$ cat src/pkg/acsc_defs.vh
// Purpose: Constants for the converter status/control channel-select block.
// Assumes: 40 MHz system clock, 8-bit register port with 3 address bits.
// Notes:   Offsets, fields, reset values and timing counts.
//
// Functional notes
// - A control write aborts any conversion and, with software trigger selected, starts a new one unless the code is all ones.
// - With compare off, the completion flag (bit 7) sets at every conversion end.
// - With compare on, the flag sets at a conversion end only if the compare is true.
// - The flag clears on any control write or result low read.
// - The completion interrupt is requested while the flag and its enable (bit 6) are high.
// - With continuous mode (bit 5) off, one conversion per write or trigger, then idle.
// - With continuous mode on, conversions run back to back once a write or trigger starts them.
// - The channel code (bits 4:0) picks inputs 0-27, reserved, high or low reference, or disable.
// - Code all ones powers the converter down and isolates every input.
// - Ending continuous mode with code all ones leaves no further conversion.
// - Without continuous mode the converter drops to low power after each conversion.
// - The trigger select chooses start on a control write or on a hardware trigger.
// - The active bit is high from a conversion's start until it completes or is aborted.
`ifndef ACSC_DEFS_VH
`define ACSC_DEFS_VH

// Register index on the 3-bit port.
`define ACSC_ADDR_SC1      3'h0
`define ACSC_ADDR_SC2      3'h1
`define ACSC_ADDR_RESH     3'h2
`define ACSC_ADDR_RESL     3'h3
`define ACSC_ADDR_CVH      3'h4
`define ACSC_ADDR_CVL      3'h5
`define ACSC_ADDR_IRQ_STAT 3'h6
`define ACSC_ADDR_IRQ_MASK 3'h7

// Status/control 1 fields.
`define ACSC_SC1_FLAG_BIT  7
`define ACSC_SC1_IEN_BIT   6
`define ACSC_SC1_CONT_BIT  5
`define ACSC_CH_MSB        4
`define ACSC_CH_DISABLE    5'h1F
`define ACSC_CH_REFH       5'h1D
`define ACSC_CH_REFL       5'h1E
`define ACSC_CH_LAST_INPUT 5'h1B

// Status/control 2 fields.
`define ACSC_SC2_ACT_BIT   7
`define ACSC_SC2_TRG_BIT   6
`define ACSC_SC2_CFE_BIT   5
`define ACSC_SC2_CGT_BIT   4

// Interrupt status bits.
`define ACSC_EV_DONE       0
`define ACSC_EV_MATCH      1
`define ACSC_EV_OVERRUN    2
`define ACSC_EV_W          3

// Reset values.
`define ACSC_SC1_RESET     8'h1F
`define ACSC_ZERO8         8'h00

// Timing in clock cycles: sample window and per-bit settle time.
`define ACSC_SAMPLE_CYC    8
`define ACSC_BIT_CYC       4

`endif

$ cat src/design/acsc_top.v
// Purpose: Status/control register 1 logic with channel select for a 10-bit SAR converter.
// Assumes: One 40 MHz clock, synchronous active-low reset, plain register port.
// Notes:   Read data appear the cycle after the read strobe; writes never stall.
//
// Chosen here: the plain strobed port and the register addresses.
`timescale 1ns/100ps
`default_nettype none
`include "acsc_defs.vh"
module acsc_top (
    input  wire        i_clk_sys,
    input  wire        i_rst_n,
    input  wire [2:0]  i_addr,
    input  wire [7:0]  i_wr_data,
    input  wire        i_wr_en,
    input  wire        i_rd_en,
    output reg  [7:0]  o_rd_data,
    input  wire        i_hw_trigger,
    input  wire        i_cmp_hi,
    output reg  [9:0]  o_dac_code,
    output reg         o_sample,
    output reg         o_sar_power_en,
    output reg  [27:0] o_chan_enable,
    output reg         o_sel_refh,
    output reg         o_sel_refl,
    output reg         o_irq
);
    // Software-visible state.
    reg        flag_r;
    reg        ien_r;
    reg        cont_r;
    reg [4:0]  chan_r;
    reg        trig_sel_r;
    reg        cfe_r;
    reg        cgt_r;
    reg [9:0]  cv_r;
    reg [9:0]  res_r;
    reg        lock_r;
    reg [`ACSC_EV_W-1:0] ev_stat_r;
    reg [`ACSC_EV_W-1:0] ev_mask_r;
    reg        run_r;

    // Synchronisers for the two outside pins.
    reg        trg_s1_r;
    reg        trg_s2_r;
    reg        trg_s3_r;
    reg        cmp_s1_r;
    reg        cmp_s2_r;

    // Sequencer and decoder connections.
    wire       sar_busy;
    wire       sar_sample;
    wire       sar_done;
    wire [9:0] sar_dac;
    wire [9:0] sar_result;
    wire [27:0] dec_enable;
    wire       dec_refh;
    wire       dec_refl;
    wire       dec_disable;

    // Access strobes decoded once.
    wire wr_sc1  = i_wr_en && (i_addr == `ACSC_ADDR_SC1);
    wire wr_sc2  = i_wr_en && (i_addr == `ACSC_ADDR_SC2);
    wire wr_cvh  = i_wr_en && (i_addr == `ACSC_ADDR_CVH);
    wire wr_cvl  = i_wr_en && (i_addr == `ACSC_ADDR_CVL);
    wire wr_stat = i_wr_en && (i_addr == `ACSC_ADDR_IRQ_STAT);
    wire wr_mask = i_wr_en && (i_addr == `ACSC_ADDR_IRQ_MASK);
    wire rd_resh = i_rd_en && (i_addr == `ACSC_ADDR_RESH);
    wire rd_resl = i_rd_en && (i_addr == `ACSC_ADDR_RESL);

    wire [4:0] wr_chan   = i_wr_data[`ACSC_CH_MSB:0];
    wire       wr_ch_off = (wr_chan == `ACSC_CH_DISABLE);
    wire       ch_off    = (chan_r == `ACSC_CH_DISABLE);

    // A trigger is a rising edge seen on the second and third stages only.
    wire trg_edge = trg_s2_r && !trg_s3_r;

    // A completion in a control write's cycle belongs to the aborted run.
    wire done_ok = sar_done && !wr_sc1;

    // Compare condition: at-or-above when greater-than is selected, else below.
    wire cmp_true = cgt_r ? (sar_result >= cv_r) : (sar_result < cv_r);
    wire report   = done_ok && (!cfe_r || cmp_true);

    // Start sources.
    wire start_sw = wr_sc1 && !wr_ch_off && !trig_sel_r;
    wire start_hw = trg_edge && trig_sel_r && !ch_off && !sar_busy
                    && !wr_sc1 && (!cont_r || !run_r);
    wire start_ct = done_ok && run_r && cont_r && !ch_off;
    wire start_any = start_sw || start_hw || start_ct;

    acsc_sar_seq u_sar (
        .i_clk_sys (i_clk_sys),
        .i_rst_n   (i_rst_n),
        .i_start   (start_any),
        .i_abort   (wr_sc1),
        .i_cmp_hi  (cmp_s2_r),
        .o_busy    (sar_busy),
        .o_sample  (sar_sample),
        .o_done    (sar_done),
        .o_dac     (sar_dac),
        .o_result  (sar_result)
    );

    acsc_chan_decode u_dec (
        .i_code    (chan_r),
        .o_enable  (dec_enable),
        .o_refh    (dec_refh),
        .o_refl    (dec_refl),
        .o_disable (dec_disable)
    );

    // Three flip-flops on the trigger pin and two on the comparator pin; the first stage feeds no logic.
    always @(posedge i_clk_sys) begin
        if (!i_rst_n) begin
            trg_s1_r <= 1'b0;
            trg_s2_r <= 1'b0;
            trg_s3_r <= 1'b0;
            cmp_s1_r <= 1'b0;
            cmp_s2_r <= 1'b0;
        end else begin
            trg_s1_r <= i_hw_trigger;
            trg_s2_r <= trg_s1_r;
            trg_s3_r <= trg_s2_r;
            cmp_s1_r <= i_cmp_hi;
            cmp_s2_r <= cmp_s1_r;
        end
    end

    // Control register 1 and the continuous-run marker.
    always @(posedge i_clk_sys) begin
        if (!i_rst_n) begin
            ien_r  <= 1'b0;
            cont_r <= 1'b0;
            chan_r <= `ACSC_CH_DISABLE;
            run_r  <= 1'b0;
        end else begin
            if (wr_sc1) begin
                ien_r  <= i_wr_data[`ACSC_SC1_IEN_BIT];
                cont_r <= i_wr_data[`ACSC_SC1_CONT_BIT];
                chan_r <= wr_chan;
            end
            // The run marker drops on any control write that does not itself restart.
            if (start_sw || start_hw) begin
                run_r <= 1'b1;
            end else if (wr_sc1) begin
                run_r <= 1'b0;
            end else if (sar_done && !cont_r) begin
                run_r <= 1'b0;
            end
        end
    end

    // Completion flag: hardware set wins over a same-cycle result-low read.
    always @(posedge i_clk_sys) begin
        if (!i_rst_n) begin
            flag_r <= 1'b0;
        end else if (report) begin
            flag_r <= 1'b1;
        end else if (wr_sc1 || rd_resl) begin
            flag_r <= 1'b0;
        end
    end

    // Control register 2 and compare value.
    always @(posedge i_clk_sys) begin
        if (!i_rst_n) begin
            trig_sel_r <= 1'b0;
            cfe_r      <= 1'b0;
            cgt_r      <= 1'b0;
            cv_r       <= 10'h000;
        end else begin
            if (wr_sc2) begin
                trig_sel_r <= i_wr_data[`ACSC_SC2_TRG_BIT];
                cfe_r      <= i_wr_data[`ACSC_SC2_CFE_BIT];
                cgt_r      <= i_wr_data[`ACSC_SC2_CGT_BIT];
            end
            if (wr_cvh) begin
                cv_r[9:8] <= i_wr_data[1:0];
            end
            if (wr_cvl) begin
                cv_r[7:0] <= i_wr_data;
            end
        end
    end

    // Reading the high byte freezes the result until the low byte is read.
    always @(posedge i_clk_sys) begin
        if (!i_rst_n) begin
            res_r  <= 10'h000;
            lock_r <= 1'b0;
        end else begin
            if (report && !lock_r) begin
                res_r <= sar_result;
            end
            if (rd_resh) begin
                lock_r <= 1'b1;
            end else if (rd_resl) begin
                lock_r <= 1'b0;
            end
        end
    end

    // Sticky event bits, cleared by writing one; a new event wins over the clear.
    always @(posedge i_clk_sys) begin
        if (!i_rst_n) begin
            ev_stat_r <= {`ACSC_EV_W{1'b0}};
            ev_mask_r <= {`ACSC_EV_W{1'b0}};
        end else begin
            ev_stat_r[`ACSC_EV_DONE] <= done_ok
                || (ev_stat_r[`ACSC_EV_DONE] && !(wr_stat && i_wr_data[`ACSC_EV_DONE]));
            ev_stat_r[`ACSC_EV_MATCH] <= (done_ok && cfe_r && cmp_true)
                || (ev_stat_r[`ACSC_EV_MATCH] && !(wr_stat && i_wr_data[`ACSC_EV_MATCH]));
            ev_stat_r[`ACSC_EV_OVERRUN] <= (report && lock_r)
                || (ev_stat_r[`ACSC_EV_OVERRUN] && !(wr_stat && i_wr_data[`ACSC_EV_OVERRUN]));
            if (wr_mask) begin
                ev_mask_r <= i_wr_data[`ACSC_EV_W-1:0];
            end
        end
    end

    // Interrupt level; registered, so it follows the flag by one cycle.
    always @(posedge i_clk_sys) begin
        if (!i_rst_n) begin
            o_irq <= 1'b0;
        end else begin
            o_irq <= (flag_r && ien_r) || (|(ev_stat_r & ev_mask_r));
        end
    end

    // Analog-side controls; power follows activity, so a single conversion
    // drops to low power by itself.
    always @(posedge i_clk_sys) begin
        if (!i_rst_n) begin
            o_sar_power_en <= 1'b0;
            o_chan_enable  <= 28'h000_0000;
            o_sel_refh     <= 1'b0;
            o_sel_refl     <= 1'b0;
            o_dac_code     <= 10'h000;
            o_sample       <= 1'b0;
        end else begin
            o_sar_power_en <= !dec_disable && (sar_busy || start_any);
            o_chan_enable  <= dec_disable ? 28'h000_0000 : dec_enable;
            o_sel_refh     <= dec_refh;
            o_sel_refl     <= dec_refl;
            o_dac_code     <= sar_dac;
            o_sample       <= sar_sample && !dec_disable;
        end
    end

    // Read data mux, valid the cycle after the strobe and zero otherwise.
    always @(posedge i_clk_sys) begin
        if (!i_rst_n) begin
            o_rd_data <= `ACSC_ZERO8;
        end else if (i_rd_en) begin
            case (i_addr)
                `ACSC_ADDR_SC1:      o_rd_data <= {flag_r, ien_r, cont_r, chan_r};
                `ACSC_ADDR_SC2:      o_rd_data <= {sar_busy, trig_sel_r, cfe_r, cgt_r,
                                                   4'h0};
                `ACSC_ADDR_RESH:     o_rd_data <= {6'h00, res_r[9:8]};
                `ACSC_ADDR_RESL:     o_rd_data <= res_r[7:0];
                `ACSC_ADDR_CVH:      o_rd_data <= {6'h00, cv_r[9:8]};
                `ACSC_ADDR_CVL:      o_rd_data <= cv_r[7:0];
                `ACSC_ADDR_IRQ_STAT: o_rd_data <= {5'h00, ev_stat_r};
                `ACSC_ADDR_IRQ_MASK: o_rd_data <= {5'h00, ev_mask_r};
                default:             o_rd_data <= `ACSC_ZERO8;
            endcase
        end else begin
            o_rd_data <= `ACSC_ZERO8;
        end
    end
endmodule // acsc_top
`default_nettype wire

$ cat src/design/acsc_chan_decode.v
// Purpose: Turns the 5-bit channel code into input switch enables.
// Assumes: Caller registers the outputs.
// Notes:   Reserved and disable codes open every switch.
`timescale 1ns/100ps
`default_nettype none
`include "acsc_defs.vh"
module acsc_chan_decode (
    input  wire [4:0]  i_code,
    output wire [27:0] o_enable,
    output wire        o_refh,
    output wire        o_refl,
    output wire        o_disable
);
    // One-hot decode of ordinary inputs only.
    function [27:0] onehot;
        input [4:0] code;
        begin
            onehot = 28'h000_0000;
            if (code <= `ACSC_CH_LAST_INPUT) begin
                onehot[code] = 1'b1;
            end
        end
    endfunction

    assign o_enable  = onehot(i_code);
    assign o_refh    = (i_code == `ACSC_CH_REFH);
    assign o_refl    = (i_code == `ACSC_CH_REFL);
    assign o_disable = (i_code == `ACSC_CH_DISABLE);
endmodule // acsc_chan_decode
`default_nettype wire

$ cat src/design/acsc_sar_seq.v
// Purpose: Successive approximation sequencer, sample phase then ten bit trials.
// Assumes: i_cmp_hi is already synchronised and means input above the DAC code.
// Notes:   A start always wins over an abort in the same cycle.
`timescale 1ns/100ps
`default_nettype none
`include "acsc_defs.vh"
module acsc_sar_seq (
    input  wire       i_clk_sys,
    input  wire       i_rst_n,
    input  wire       i_start,
    input  wire       i_abort,
    input  wire       i_cmp_hi,
    output reg        o_busy,
    output reg        o_sample,
    output reg        o_done,
    output reg  [9:0] o_dac,
    output reg  [9:0] o_result
);
    localparam [1:0] ST_IDLE = 2'b00;
    localparam [1:0] ST_SMP  = 2'b01;
    localparam [1:0] ST_BIT  = 2'b10;
    localparam integer SMP_LAST = `ACSC_SAMPLE_CYC - 1;
    localparam integer BIT_LAST = `ACSC_BIT_CYC - 1;

    reg [1:0] state_r;
    reg [7:0] cnt_r;
    reg [3:0] idx_r;

    // The comparator is read in a bit's last cycle, once DAC and sync settle.
    always @(posedge i_clk_sys) begin
        o_done <= 1'b0;
        if (!i_rst_n) begin
            state_r  <= ST_IDLE;
            cnt_r    <= 8'h00;
            idx_r    <= 4'h0;
            o_busy   <= 1'b0;
            o_sample <= 1'b0;
            o_dac    <= 10'h000;
            o_result <= 10'h000;
        end else if (i_start) begin
            state_r  <= ST_SMP;
            cnt_r    <= 8'h00;
            o_busy   <= 1'b1;
            o_sample <= 1'b1;
            o_dac    <= 10'h000;
        end else if (i_abort) begin
            state_r  <= ST_IDLE;
            o_busy   <= 1'b0;
            o_sample <= 1'b0;
        end else begin
            case (state_r)
                ST_SMP: begin
                    cnt_r <= cnt_r + 8'h01;
                    if (cnt_r == SMP_LAST[7:0]) begin
                        state_r  <= ST_BIT;
                        cnt_r    <= 8'h00;
                        idx_r    <= 4'd9;
                        o_sample <= 1'b0;
                        o_dac    <= 10'h200;
                    end
                end
                ST_BIT: begin
                    cnt_r <= cnt_r + 8'h01;
                    if (cnt_r == BIT_LAST[7:0]) begin
                        cnt_r <= 8'h00;
                        if (idx_r == 4'h0) begin
                            state_r  <= ST_IDLE;
                            o_busy   <= 1'b0;
                            o_done   <= 1'b1;
                            o_result <= i_cmp_hi ? o_dac : (o_dac & 10'h3FE);
                        end else begin
                            idx_r <= idx_r - 4'h1;
                            o_dac <= (i_cmp_hi ? o_dac : (o_dac & ~(10'h001 << idx_r)))
                                     | (10'h001 << (idx_r - 4'h1));
                        end
                    end
                end
                default: begin
                    state_r <= ST_IDLE;
                end
            endcase
        end
    end
endmodule // acsc_sar_seq
`default_nettype wire

$ cat config.mk
export PLATFORM = sky130hd
export DESIGN_NAME = acsc_top
export DESIGN_NICKNAME = d
export VERILOG_FILES = /design/src/design/acsc_top.v /design/src/design/acsc_chan_decode.v /design/src/design/acsc_sar_seq.v
export VERILOG_INCLUDE_DIRS = /design/src /design/src/pkg
export SDC_FILE = /design/constraint.sdc
export NUM_CORES = 1
export LEC_CHECK = 0
export ABC_AREA = 1
export BUFFER_PORTS_ARGS = -buffer_cell sky130_fd_sc_hd__buf_2
export CORE_MARGIN = 3
export CORE_UTILIZATION = 40
export CTS_BUF_LIST = sky130_fd_sc_hd__clkbuf_16
export DETAILED_ROUTE_END_ITERATION = 8
export GPL_ROUTABILITY_DRIVEN = 1
export GPL_TIMING_DRIVEN = 0
export PLACE_DENSITY = 0.66
export SETUP_SLACK_MARGIN = 0.02
export SLEW_MARGIN = 30
export SYNTH_ARGS = -nofsm -noshare
export SYNTH_HDL_FRONTEND = slang
export SYNTH_SLANG_ARGS = --single-unit
$ cat constraint.sdc
create_clock -name i_clk_sys -period 2.5 [get_ports i_clk_sys]
set_clock_uncertainty 0.2 [all_clocks]
set_input_delay 0.25 -clock i_clk_sys [delete_from_list [all_inputs] [get_ports i_clk_sys]]
set_output_delay 0.25 -clock i_clk_sys [all_outputs]
set_load 0.02 [all_outputs]
==> reports/results.md, run 1 <==
| Metric | Reported | Unit |
| --- | --- | --- |
| Leading cell types by total area after synthesis | dfxtp_1 48%, nand2_1 7.9%, inv_1 7.2%, nor2_1 7.2%, a21oi_1 4.1% | - |
| Max-cap check violation count | 0 | - |
| Number of flip-flops and latches in the synthesized netlist | 132 | - |
| Placed wire-length estimate after detailed placement | 10.10 | mm |
| Met1 Use GR | 0.2496 | - |
| Number of sinks handled by clock tree synthesis | 132 | - |
| Top post-synthesis cells by count | 132 x dfxtp_1, 117 x nand2_1, 107 x inv_1, 107 x nor2_1, 46 x a21oi_1 | - |
| Worst setup EP type | register | - |
| Inserted Clock Buffers | 17 | - |
| Drt drc | 0 | - |
| Synth Instances | 730 | - |
| Leftover overflow at the end of global routing | 0 | - |
| Required time reported for the critical path endpoint | 2.61 | ns |
| Final-report max-slew violation count | 0 | - |
| Hold violation total from the final report | 0 | - |
| Synth unique cells | 45 | - |
| Result of the run | complete, no violations | - |
| Power Total | 4.775 | mW |
| Final period demand of the worst path | 2.206 | ns |
| Family of cells with the greatest summed delay on the critical path | simple AND/OR/NAND/NOR gates | - |
| Worst stage delay on the critical path | 0.39 | ns |
| Number of nets in the synthesized netlist | 765 | - |
| Post-CTS setup buffers | 0 | - |
| Average wire per standard cell | 13.64 | microns |
| Clock transition time at the flip-flop clock pins of the worst setup and hold paths | 0.06 | ns |
| Minimum hold slack | 0.01908 | ns |
| Worst-path cell with the longest stage delay | nor3_1 | - |
| GR Util met3 | 0.04496 | - |
| Final routed wirelength across all metal layers | 13.85 | mm |
| Layer carrying the most global-route usage | met2 | - |
| Fraction of layout instances using a drive strength above 1 | 0.1561 | - |
| Warnings, synthesis | 0 | - |
| Sequential area share after synthesis | 0.4755 | - |
| Power per unit of standard cell area | 702.3 | nW/um^2 |
| TritonCTS clock tree | done | - |
| Worst slew margin relative to its limit | 0.5319 | - |
| Area added between synthesis and finish | 22.33 | % |
| Number of cell rows | 42 | - |
| DRT antenna net count | 0 | - |
| Initial core utilization | 0.4148 | - |
| Initial antenna violation count | 0 | - |
| Number of standard cells in the layout, taps in and fillers out | 1015 | - |
| Cell Area, Synth | 5558 | sq um |
| RSZ-0062 raised after global routing | false | - |
| Static Leakage | 3.110 | nW |
| Number of synthesized flops with an enable pin | 0 | - |
| Startpoint types | register | - |
| Critical path peak fanout | 10 | - |
| Iteration-0 DRC count of the detailed router | 250 | - |
| First-pass detailed-route iteration total | 5 | - |
| Peak ir drop on the vdd network | 0.5314 | mV |
| Total number of nets in the final design | 861 | - |
| DIE AREA | 15350 | sq um |
| Via count of the first global-routing pass | 4692 | - |
| Wire length of the first global-routing pass | 22.36 | mm |
| Diode insertion count for antenna repair | 0 | - |
| Ports placed on the boundary | 68 | - |
| Met2 global-route usage | 0.3018 | - |
| Final Core Density | 0.5074 | - |
| Area of the core | 13400 | sq um |
| Library cell occupying the most area in the post-synthesis netlist | dfxtp_1 | - |
| Slew at the pin closest to its max-slew limit | 0.6984 | ns |
| Sum Neg Setup Slack | 0 | ns |
| Critical path cell sequence | inv_1, ha_1, clkbuf_1, nand2_1, nor3_1, nand2_4, buf_6, o21ai_1, nor2_1 | - |
| Chip Height | 123.9 | microns |
| Largest net degree at the start of global routing | 17 | - |
| Period utilisation layout | 0.8825 | - |
| H-tree depth | 4 | - |
| GRT Resource Usage Total | 0.1895 | - |
| Proportion of netlist area held by the largest area contributor | 0.4755 | - |
| Cell with the most instances after synthesis | dfxtp_1 | - |
| Global placement routability congestion | 0.8832 | - |
| Most frequently used flop master after synthesis | dfxtp_1 | - |
| Clock network latency to the later pin of the worst-skew pair | 0.42 | ns |
| # placed instances | 971 | - |
| Per-cell via count in the routed design | 4.889 | - |
| Crit path buffers/inverters | 3 | - |
| Worst-case clock buffer depth | 2 | - |
| Worst path arrival time | 2.32 | ns |
| Maximum achievable frequency | 453.3 | MHz |
| Post-synth ARST share | 0 | - |
| Class of the most critical setup path | register to register | - |
| Number of port buffers | 65 | - |
| Root cell of the clock tree | clkbuf_16 | - |
| Via total after detailed routing | 4962 | - |
| Post-Syn Area per Cell | 7.613 | sq um |
| Width of the chip | 123.9 | microns |
| Hold crit path type | input pin to register | - |
| Finish-stage setup viols | 0 | - |
## registers in the layout, indices dropped and copies added, names as in the netlist, 2 cells and up
name / count
ev_stat_r: 3
ev_mask_r: 3
cv_r: 10
u_sar.state_r: 2
u_sar.o_dac: 10
u_sar.o_result: 10
o_rd_data: 8
chan_r: 5
u_sar.idx_r: 4
o_chan_enable: 28
res_r: 10
o_dac_code: 10
u_sar.cnt_r: 8
## per-layer routing
layer | vias to the layer above | wire [microns]
li1 | 2550 | -
met1 | 2256 | 6325
met2 | 136 | 6531
met3 | 20 | 730
met4 | 0 | 261
met5 | - | 0
## layout by cell type (no fill, tap or decap), drive strengths merged
cell type    instances
dfxtp              132
inv                124
nand2              123
nor2               111
buf                 75
o21ai               50
a21oi               46
nand3               46
clkbuf              28
ha                  18
nand4               15
a31oi               13
dlygate4sd3         12
o211ai               7
nor3                 5
xor2                 4
a22oi                4
clkinv               4
or2                  2
xnor2                2
nand3b               2
a211oi               2
o22ai                2
a311oi               2
clkinvlp             2
o21a                 1
o221ai               1
and3                 1
nor4                 1
a41oi                1
o31ai                1
o21bai               1
a221oi               1
## stage by stage
stage | cell area, sq um | worst slack (ns)
2_1_floorplan | 5558 | 0.5142
3_3_place_gp | 6103 | 0.2496
3_5_place_dp | 6103 | 0.2127
4_1_cts | 6782 | 0.2017
5_1_grt | 6799 | 0.04432
6_report | 6799 | 0.2939
## layout make-up
class	count	area [sq um]
fill	1377	6601
sequential	132	2643
multi-input combinational	462	2399
timing repair buffer	77	445.4
inverter	115	434.2
clock buffer	17	425.4
tap	176	220.2
clock inverter	15	132.6
buffer	21	100.1
## kinds of logic after synthesis
group	Yosys count	synth area share
compound gates	132	0.1328
xor+xnor	6	0.009455
fa+ha+maj	18	0.04052
buf+inv	136	0.09568
flops	132	0.4755
simple gates	306	0.2461
## repair_timing
action / in CTS / in global routing
endpoints found under the hold margin: 23 / 0
hold buffers: 12 / 0
gates resized for setup: 0 / 6
setup endpoints to repair: 0 / 12
## worst register-to-register path, cell delays in order (launching register included)
cell and delay (ns):
dfxtp_1 0.33, inv_1 0.06, ha_1 0.13, clkbuf_1 0.33, nand2_1 0.21, nor3_1 0.39
nand2_4 0.11, buf_6 0.15, o21ai_1 0.13, nor2_1 0.05
## worst paths after layout
| check | startpoint | end | slack, ns | cells after the start |
|---|---|---|---|---|
| setup / recovery | u_sar.state_r[0] | u_sar.o_result[4] | 0.29 | 9 |
| hold / removal | i_wr_en | cv_r[9] | 0.02 | 3 |
| setup reg to reg | u_sar.state_r[0] | u_sar.o_result[4] | 0.29 | 9 |
| hold reg to reg | trg_s1_r | trg_s2_r | 0.21 | 2 |
## power by group
| group | internal (mW) | switching [mW] | leakage (nW) | total [mW] |
|---|---|---|---|---|
| Sequential | 2.13 | 0.0188 | 1.07 | 2.15 |
| Clock | 1.31 | 1.04 | 0.272 | 2.35 |
| Combinational | 0.0860 | 0.185 | 1.77 | 0.271 |
| Total | 3.53 | 1.25 | 3.11 | 4.77 |
(Power assumes the default switching activity.)
==> run 2: changes to the inputs <==
Settings changed: BUFFER_PORTS_ARGS -buffer_cell sky130_fd_sc_hd__buf_2 to default, DONT_BUFFER_PORTS from default to 1, PLACE_DENSITY 0.66 to 0.62.
==> run 2 against run 1 <==
Effect of this change: flip-flop and latch count unchanged; largest cell class unchanged; largest power group unchanged; non-clock buffer count is 58 lower; sequential share of layout area increased by 1.3 points.
==> reports/results.md, run 2 (same netlist as run 1, synthesis figures left out) <==
| Metric | Reported | Unit | Change |
| --- | --- | --- | --- |
| Largest net degree at the start of global routing | 17 | - | unchanged |
| Ports placed on the boundary | 68 | - | unchanged |
| Number of cell rows | 42 | - | unchanged |
| First-pass detailed-route iteration total | 5 | - | unchanged |
| H-tree depth | 4 | - | unchanged |
| Critical path startpoint | cv_r[7] | - |  |
| Cell repeated most along the worst path | nand2_1 | - |  |
| Worst path arrival time | 2.38 | ns | +0.06 ns |
| Power per unit of standard cell area | 758.7 | nW/um^2 | +8.0% |
| Worst Hold Endpoint | o_rd_data[3] | - |  |
| Final period demand of the worst path | 2.234 | ns | +0.02827 ns |
| Sum Neg Setup Slack | 0 | ns | unchanged |
| Clock network fraction of total power | 0.517 | - | +0.024 |
| Fraction of layout instances using a drive strength above 1 | 0.07949 | - | -0.07665 |
| Total number of nets in the final design | 803 | - | -6.7% |
| Worst-case clock buffer depth | 2 | - | unchanged |
| Critical path peak fanout | 10 | - | unchanged |
| Final-report max-slew violation count | 0 | - | unchanged |
| Diode insertion count for antenna repair | 0 | - | unchanged |
| Worst-path cell with the longest stage delay | dfxtp_1 | - |  |
| Required time reported for the critical path endpoint | 2.65 | ns | +0.04 ns |
| Static Leakage | 2.809 | nW | -9.7% |
| Clock network latency to the later pin of the worst-skew pair | 0.42 | ns | about the same |
| Result of the run | complete, no violations | - |  |
| TritonCTS clock tree | done | - |  |
| Initial core utilization | 0.4148 | - | unchanged |
| Maximum achievable frequency | 447.5 | MHz | -1.3% |
| Width of the chip | 123.9 | microns | unchanged |
| DIE AREA | 15350 | sq um | unchanged |
| Initial antenna violation count | 0 | - | unchanged |
| Reg2Reg Capture Point | ev_stat_r[2] | - |  |
| Largest register FFs | 28 | - | unchanged |
| Worst stage delay on the critical path | 0.37 | ns | -0.02 ns |
| Worst setup EP type | register | - |  |
| Number of port buffers | 0 | - | -100% |
| RSZ-0062 raised after global routing | false | - |  |
| Worst slew margin relative to its limit | 0.6014 | - | +0.06950 |
| Per-cell via count in the routed design | 5.142 | - | +5.2% |
| Register containing the most flip-flops in the final layout | o_chan_enable | - |  |
| R2R depth | 13 | - | +4 |
| Final Core Density | 0.4913 | - | -0.01606 |
| Via total after detailed routing | 4916 | - | -0.93% |
| Flop-to-flop setup slack | 0.27 | ns | -0.03 ns |
| Average wire per standard cell | 15.30 | microns | +12% |
| # placed instances | 906 | - | -6.7% |
| Peak ir drop on the vdd network | 0.4244 | mV | -20% |
| Global placement routability congestion | 0.9258 | - | +4.8% |
| Number of filler instances in the final layout | 1318 | - | -4.3% |
| Finish-stage setup viols | 0 | - | unchanged |
| Switching fraction of total power | 0.2263 | - | -0.03514 |
| Top library cells by usage in the layout, fill and taps aside | 132 x dfxtp_1, 117 x nand2_1, 107 x inv_1 | - |  |
| Slew at the pin closest to its max-slew limit | 0.5947 | ns | -0.1037 ns |
| Via count of the first global-routing pass | 4730 | - | +0.81% |
| Post-CTS setup buffers | 0 | - | unchanged |
| Chip Height | 123.9 | microns | unchanged |
| Worst flop-to-flop path startpoint | cv_r[7] | - |  |
| Inserted Clock Buffers | 17 | - | unchanged |
| Class of the most critical setup path | register to register | - |  |
| NetSw | 1.130 | mW | -9.4% |
| Source of the worst hold timing path | i_addr[0] | - |  |
| Leftover overflow at the end of global routing | 0 | - | unchanged |
| GRT Resource Usage Total | 0.1991 | - | +0.009644 |
| Hold Path Cell Cnt | 5 | - | +2 |
| Max-cap check violation count | 0 | - | unchanged |
| Hold crit path type | input pin to register | - |  |
| Fraction of power consumed by combinational cells | 0.051 | - | -0.006 |
| Internal power of the cells | 3.865 | mW | +9.6% |
| Fraction of power consumed by sequential logic | 0.432 | - | -0.018 |
| Critical path cell sequence | inv_1, ha_1, nand2_1, nor2_2, nand2_1, o21ai_0, inv_1, nand2_1, nand2_1, nand2_1, buf_4, nand3_1, a21oi_1 | - |  |
| Number of sinks handled by clock tree synthesis | 132 | - | unchanged |
| Number of standard cells in the layout, taps in and fillers out | 956 | - | -5.8% |
| Most common cell after layout, fill and taps aside | dfxtp_1 | - |  |
| DRT antenna net count | 0 | - | unchanged |
| Placed wire-length estimate after detailed placement | 10.59 | mm | +4.9% |
| Period utilisation layout | 0.8938 | - | +0.01131 |
| Minimum hold slack | 0.02797 | ns | +0.008888 ns |
| Wire length of the first global-routing pass | 23.46 | mm | +4.9% |
| Startpoint types | register | - |  |
| Drt drc | 0 | - | unchanged |
| Final routed wirelength across all metal layers | 14.62 | mm | +5.6% |
| Area added between synthesis and finish | 18.46 | % |  |
| Area of the core | 13400 | sq um | unchanged |
| Iteration-0 DRC count of the detailed router | 403 | - | +61% |
| Root cell of the clock tree | clkbuf_16 | - |  |
| Hold violation total from the final report | 0 | - | unchanged |
| Clock transition time at the flip-flop clock pins of the worst setup and hold paths | 0.06 | ns | about the same |
-- run 2: through the flow --
stage / setup slack, ns / cell area, sq um / total power, mW
6_report: 0.2656 / 6584 / 4.995
5_1_grt: 0.04296 / 6584 / 5.149
4_1_cts: 0.1448 / 6579 / 5.022
3_5_place_dp: 0.1532 / 5778 / 2.423
3_3_place_gp: 0.1725 / 5778 / 2.419
2_1_floorplan: 0.5142 / 5558 / 2.363
-- run 2: worst max-delay path: cells and delay by family (launching register included) --
| family | cells | cell delay [ns] |
|---|---|---|
| fa+ha+maj | 1 | 0.30 |
| compound gates | 2 | 0.29 |
| simple gates | 7 | 0.68 |
| flops | 1 | 0.37 |
| buf+inv | 3 | 0.32 |
-- run 2: worst max-delay path by stage --
stage / to / slack, ns / cells after the start
after floorplan: res_r[4] / 0.51 / 14
after global placement: ev_stat_r[2] / 0.17 / 13
after detailed placement: ev_stat_r[2] / 0.15 / 13
after CTS: ev_stat_r[2] / 0.14 / 13
after global routing: ev_stat_r[2] / 0.04 / 13
final: ev_stat_r[2] / 0.27 / 13
-- run 2: timing repair --
| action | in CTS | in global routing |
|---|---|---|
| setup endpoints to repair | 0 | 11 |
| endpoints found under the hold margin | 35 | 0 |
| gates resized for setup | 0 | 3 |
| hold buffers | 19 | 0 |
-- run 2: cell type report --
cell class                 count  area, sq um  share of cell area
timing repair buffer          19        190.2             0.02889
clock inverter                14        185.2             0.02813
tap                          176        220.2             0.03345
inverter                     115        434.2             0.06594
clock buffer                  17        425.4             0.06461
buffer                        21        100.1             0.01520
multi-input combinational    462         2386              0.3624
sequential                   132         2643              0.4014
-- run 2: layer usage --
metal,track usage,vias up,routed length [microns]
met1,0.2374,2291,6224
met3,0.05404,30,921
met4,0.08927,0,354
li1,-,2447,-
met5,0,-,0
met2,0.3346,148,7124
-- run 2: power by group through the flow --
stage	combinational (mW)	clock, mW	sequential, mW
after floorplan	0.167	0	2.20
after global placement	0.216	0	2.20
after detailed placement	0.220	0	2.20
after CTS	0.252	2.61	2.16
after global routing	0.287	2.70	2.16
final	0.254	2.58	2.16
==> run 3: changes to the inputs <==
Settings changed: CELL_PAD_IN_SITES_DETAIL_PLACEMENT from default to 1, CELL_PAD_IN_SITES_GLOBAL_PLACEMENT from default to 1, PLACE_DENSITY 0.62 to 0.78, SETUP_SLACK_MARGIN 0.02 to 0.05.
==> run 3 against run 2 <==
Effect of this change: core utilization down 0.21 points; sequential power about the same; critical path depth down 5; routed wire length up 14%; count of clock-buffer cells in the layout unchanged; first-iteration DRC count down 39%; cell count unchanged; clock power down 6%; combinational power up 5%; worst hold slack better by 0.018 ns; setup slack worse by 0.016 ns; total power down 2.8%; critical endpoint is now u_sar.o_dac[7]; largest power group unchanged.
==> reports/results.md, run 3 (same netlist as run 1, synthesis figures left out) <==
| Metric | Reported | Unit | Change |
| --- | --- | --- | --- |
| Leftover overflow at the end of global routing | 0 | - | unchanged |
| Slew at the pin closest to its max-slew limit | 0.6153 | ns | +0.02062 ns |
| Wire length of the first global-routing pass | 26.48 | mm | +13% |
| Flop-to-flop setup slack | 0.25 | ns | -0.02 ns |
| Largest register FFs | 28 | - | unchanged |
| Layer carrying the most global-route usage | met2 | - |  |
| Number of cell rows | 42 | - | unchanged |
| Width of the chip | 123.9 | microns | unchanged |
| Source of the worst hold timing path | i_rst_n | - |  |
| TritonCTS clock tree | done | - |  |
| Fraction of layout instances using a drive strength above 1 | 0.08462 | - | +0.005128 |
| # placed instances | 906 | - | unchanged |
| Final routed wirelength across all metal layers | 16.60 | mm | +14% |
| Per-cell via count in the routed design | 5.218 | - | +1.5% |
| Final-report max-slew violation count | 0 | - | unchanged |
| Via total after detailed routing | 4988 | - | +1.5% |
| DIE AREA | 15350 | sq um | unchanged |
| Power per unit of standard cell area | 740.8 | nW/um^2 | -2.4% |
| Period utilisation layout | 0.9002 | - | +0.006454 |
| Finish-stage setup viols | 0 | - | unchanged |
| Average wire per standard cell | 17.37 | microns | +14% |
| Global placement routability congestion | 0.9043 | - | -2.3% |
| Met2 global-route usage | 0.3897 | - | +0.05509 |
| Clock transition time at the flip-flop clock pins of the worst setup and hold paths | 0.07 | ns | about the same |
| Drt drc | 0 | - | unchanged |
| Sum Neg Setup Slack | 0 | ns | unchanged |
| GR Util met3 | 0.05177 | - | -0.002271 |
| Iteration-0 DRC count of the detailed router | 247 | - | -39% |
| Hold crit path type | input pin to register | - |  |
| Worst slew margin relative to its limit | 0.5876 | - | -0.01382 |
| Worst flop-to-flop path startpoint | u_sar.state_r[0] | - |  |
| Reg2Reg Capture Point | u_sar.o_dac[7] | - |  |
| Hold Path Cell Cnt | 3 | - | -2 |
| Hold violation total from the final report | 0 | - | unchanged |
| Diode insertion count for antenna repair | 0 | - | unchanged |
| Top library cells by usage in the layout, fill and taps aside | 132 x dfxtp_1, 116 x nand2_1, 107 x inv_1 | - |  |
| Number of sinks handled by clock tree synthesis | 132 | - | unchanged |
| Met1 Use GR | 0.2562 | - | +0.01886 |
| Peak ir drop on the vdd network | 0.4523 | mV | +6.6% |
| H-tree depth | 4 | - | unchanged |
| Via count of the first global-routing pass | 5169 | - | +9.3% |
| Ports placed on the boundary | 68 | - | unchanged |
| R2R depth | 8 | - | -5 |
| Chip Height | 123.9 | microns | unchanged |
| Initial core utilization | 0.4148 | - | unchanged |
| Largest net degree at the start of global routing | 17 | - | unchanged |
| Area of the core | 13400 | sq um | unchanged |
| Required time reported for the critical path endpoint | 2.65 | ns | about the same |
| GRT Resource Usage Total | 0.2253 | - | +0.02619 |
| Worst path arrival time | 2.40 | ns | +0.02 ns |
| Number of filler instances in the final layout | 1664 | - | +26% |
| Root cell of the clock tree | clkbuf_16 | - |  |
| Worst Hold Endpoint | o_dac_code[0] | - |  |
| Worst Setup Slack post-DPL | 0.1170 | ns | -0.03618 ns |
| Maximum achievable frequency | 444.3 | MHz | -0.72% |
| Inserted Clock Buffers | 17 | - | unchanged |
| Total number of nets in the final design | 802 | - | -0.12% |
| Most common cell after layout, fill and taps aside | dfxtp_1 | - |  |
| Static Leakage | 2.803 | nW | -0.22% |
| Clock network latency to the later pin of the worst-skew pair | 0.43 | ns | about the same |
| Register containing the most flip-flops in the final layout | o_chan_enable | - |  |
| RSZ-0062 raised after global routing | true | - |  |
| Max-cap check violation count | 0 | - | unchanged |
| DRT antenna net count | 0 | - | unchanged |
| Worst-case clock buffer depth | 2 | - | unchanged |
| First-pass detailed-route iteration total | 4 | - | -1 |
| Class of the most critical setup path | register to register | - |  |
| Startpoint types | register | - |  |
| Initial antenna violation count | 0 | - | unchanged |
| Slack of the critical path | 0.2495 | ns | -0.01614 ns |
| Final period demand of the worst path | 2.251 | ns | +0.01613 ns |
| Placed wire-length estimate after detailed placement | 12.07 | mm | +14% |
| Result of the run | complete, no violations | - |  |
| Number of standard cells in the layout, taps in and fillers out | 956 | - | unchanged |
| Worst setup EP type | register | - |  |
| Number of port buffers | 0 | - | unchanged |
| Area added between synthesis and finish | 17.96 | % |  |
| Critical path peak fanout | 9 | - | -1 |
| Minimum hold slack | 0.04624 | ns | +0.01827 ns |
-- run 3: cell count changes in the layout (fill, tap and decap cells not counted), sizes merged --
cell | previous run | this run
bufinv | 4 | 0
clkinvlp | 5 | 2
dlygate4sd3 | 19 | 18
clkinv | 6 | 3
inv | 114 | 125
-- run 3: worst max-delay path by stage --
stage                     slack, ns        startpoint        endpoint
after floorplan                0.51           cv_r[9]        res_r[4]
after global placement         0.19           cv_r[7]        res_r[2]
after detailed placement       0.12           cv_r[7]        res_r[4]
after CTS                      0.07           cv_r[7]        res_r[4]
after global routing           0.05    u_sar.idx_r[0]  u_sar.o_dac[3]
final                          0.25  u_sar.state_r[0]  u_sar.o_dac[7]
-- run 3: where the power goes --
part / leakage [nW] / total (mW) / internal (mW) / switching [mW]
clock network: 0.280 / 2.43 / 1.33 / 1.10
registers: 1.07 / 2.16 / 2.13 / 0.0269
logic: 1.46 / 0.267 / 0.0813 / 0.185
total: 2.80 / 4.86 / 3.54 / 1.31
-- run 3: final cells by class --
type	instances	area [sq um]	area share
Clock buffer	17	425.4	0.06489
Timing Repair Buffer	18	180.2	0.02748
Multi-Input combinational cell	462	2399	0.3658
Sequential cell	132	2643	0.4031
Clock inverter	15	151.4	0.02309
Tap cell	176	220.2	0.03359
Inverter	115	434.2	0.06622
Buffer	21	103.9	0.01584
-- run 3: routing by layer --
metal | share of wire | vias to the layer above
met3 | 0.039 | 40
met4 | 0.036 | 0
met5 | 0 | -
met2 | 0.50 | 120
li1 | - | 2438
met1 | 0.42 | 2390
-- run 3: per-stage QoR --
| stage | cell area [sq um] | power, mW | utilization |
|---|---|---|---|
| finish | 6556 | 4.857 | 0.4893 |
| global route | 6556 | 5.022 | 0.4893 |
| detailed placement | 5778 | 2.432 | 0.4312 |
| CTS | 6535 | 4.899 | 0.4877 |
| floorplan | 5558 | 2.363 | - |
| global placement | 5778 | 2.421 | 0.4312 |
-- run 3: critical path, stage by stage, from the launching register on --
cell,delay [ns]
dfxtp_1,0.33
inv_1,0.06
ha_1,0.14
clkbuf_1,0.34
inv_1,0.21
or2_2,0.35
nor2_1,0.27
nand3_1,0.12
a21oi_1,0.16
-- run 3: repair_timing --
action	4_1_cts	5_1_grt
gates resized for setup	0	9
setup buffers	0	0
setup endpoints to repair	0	13
hold endpoints to repair	34	0
hold buffers	18	0
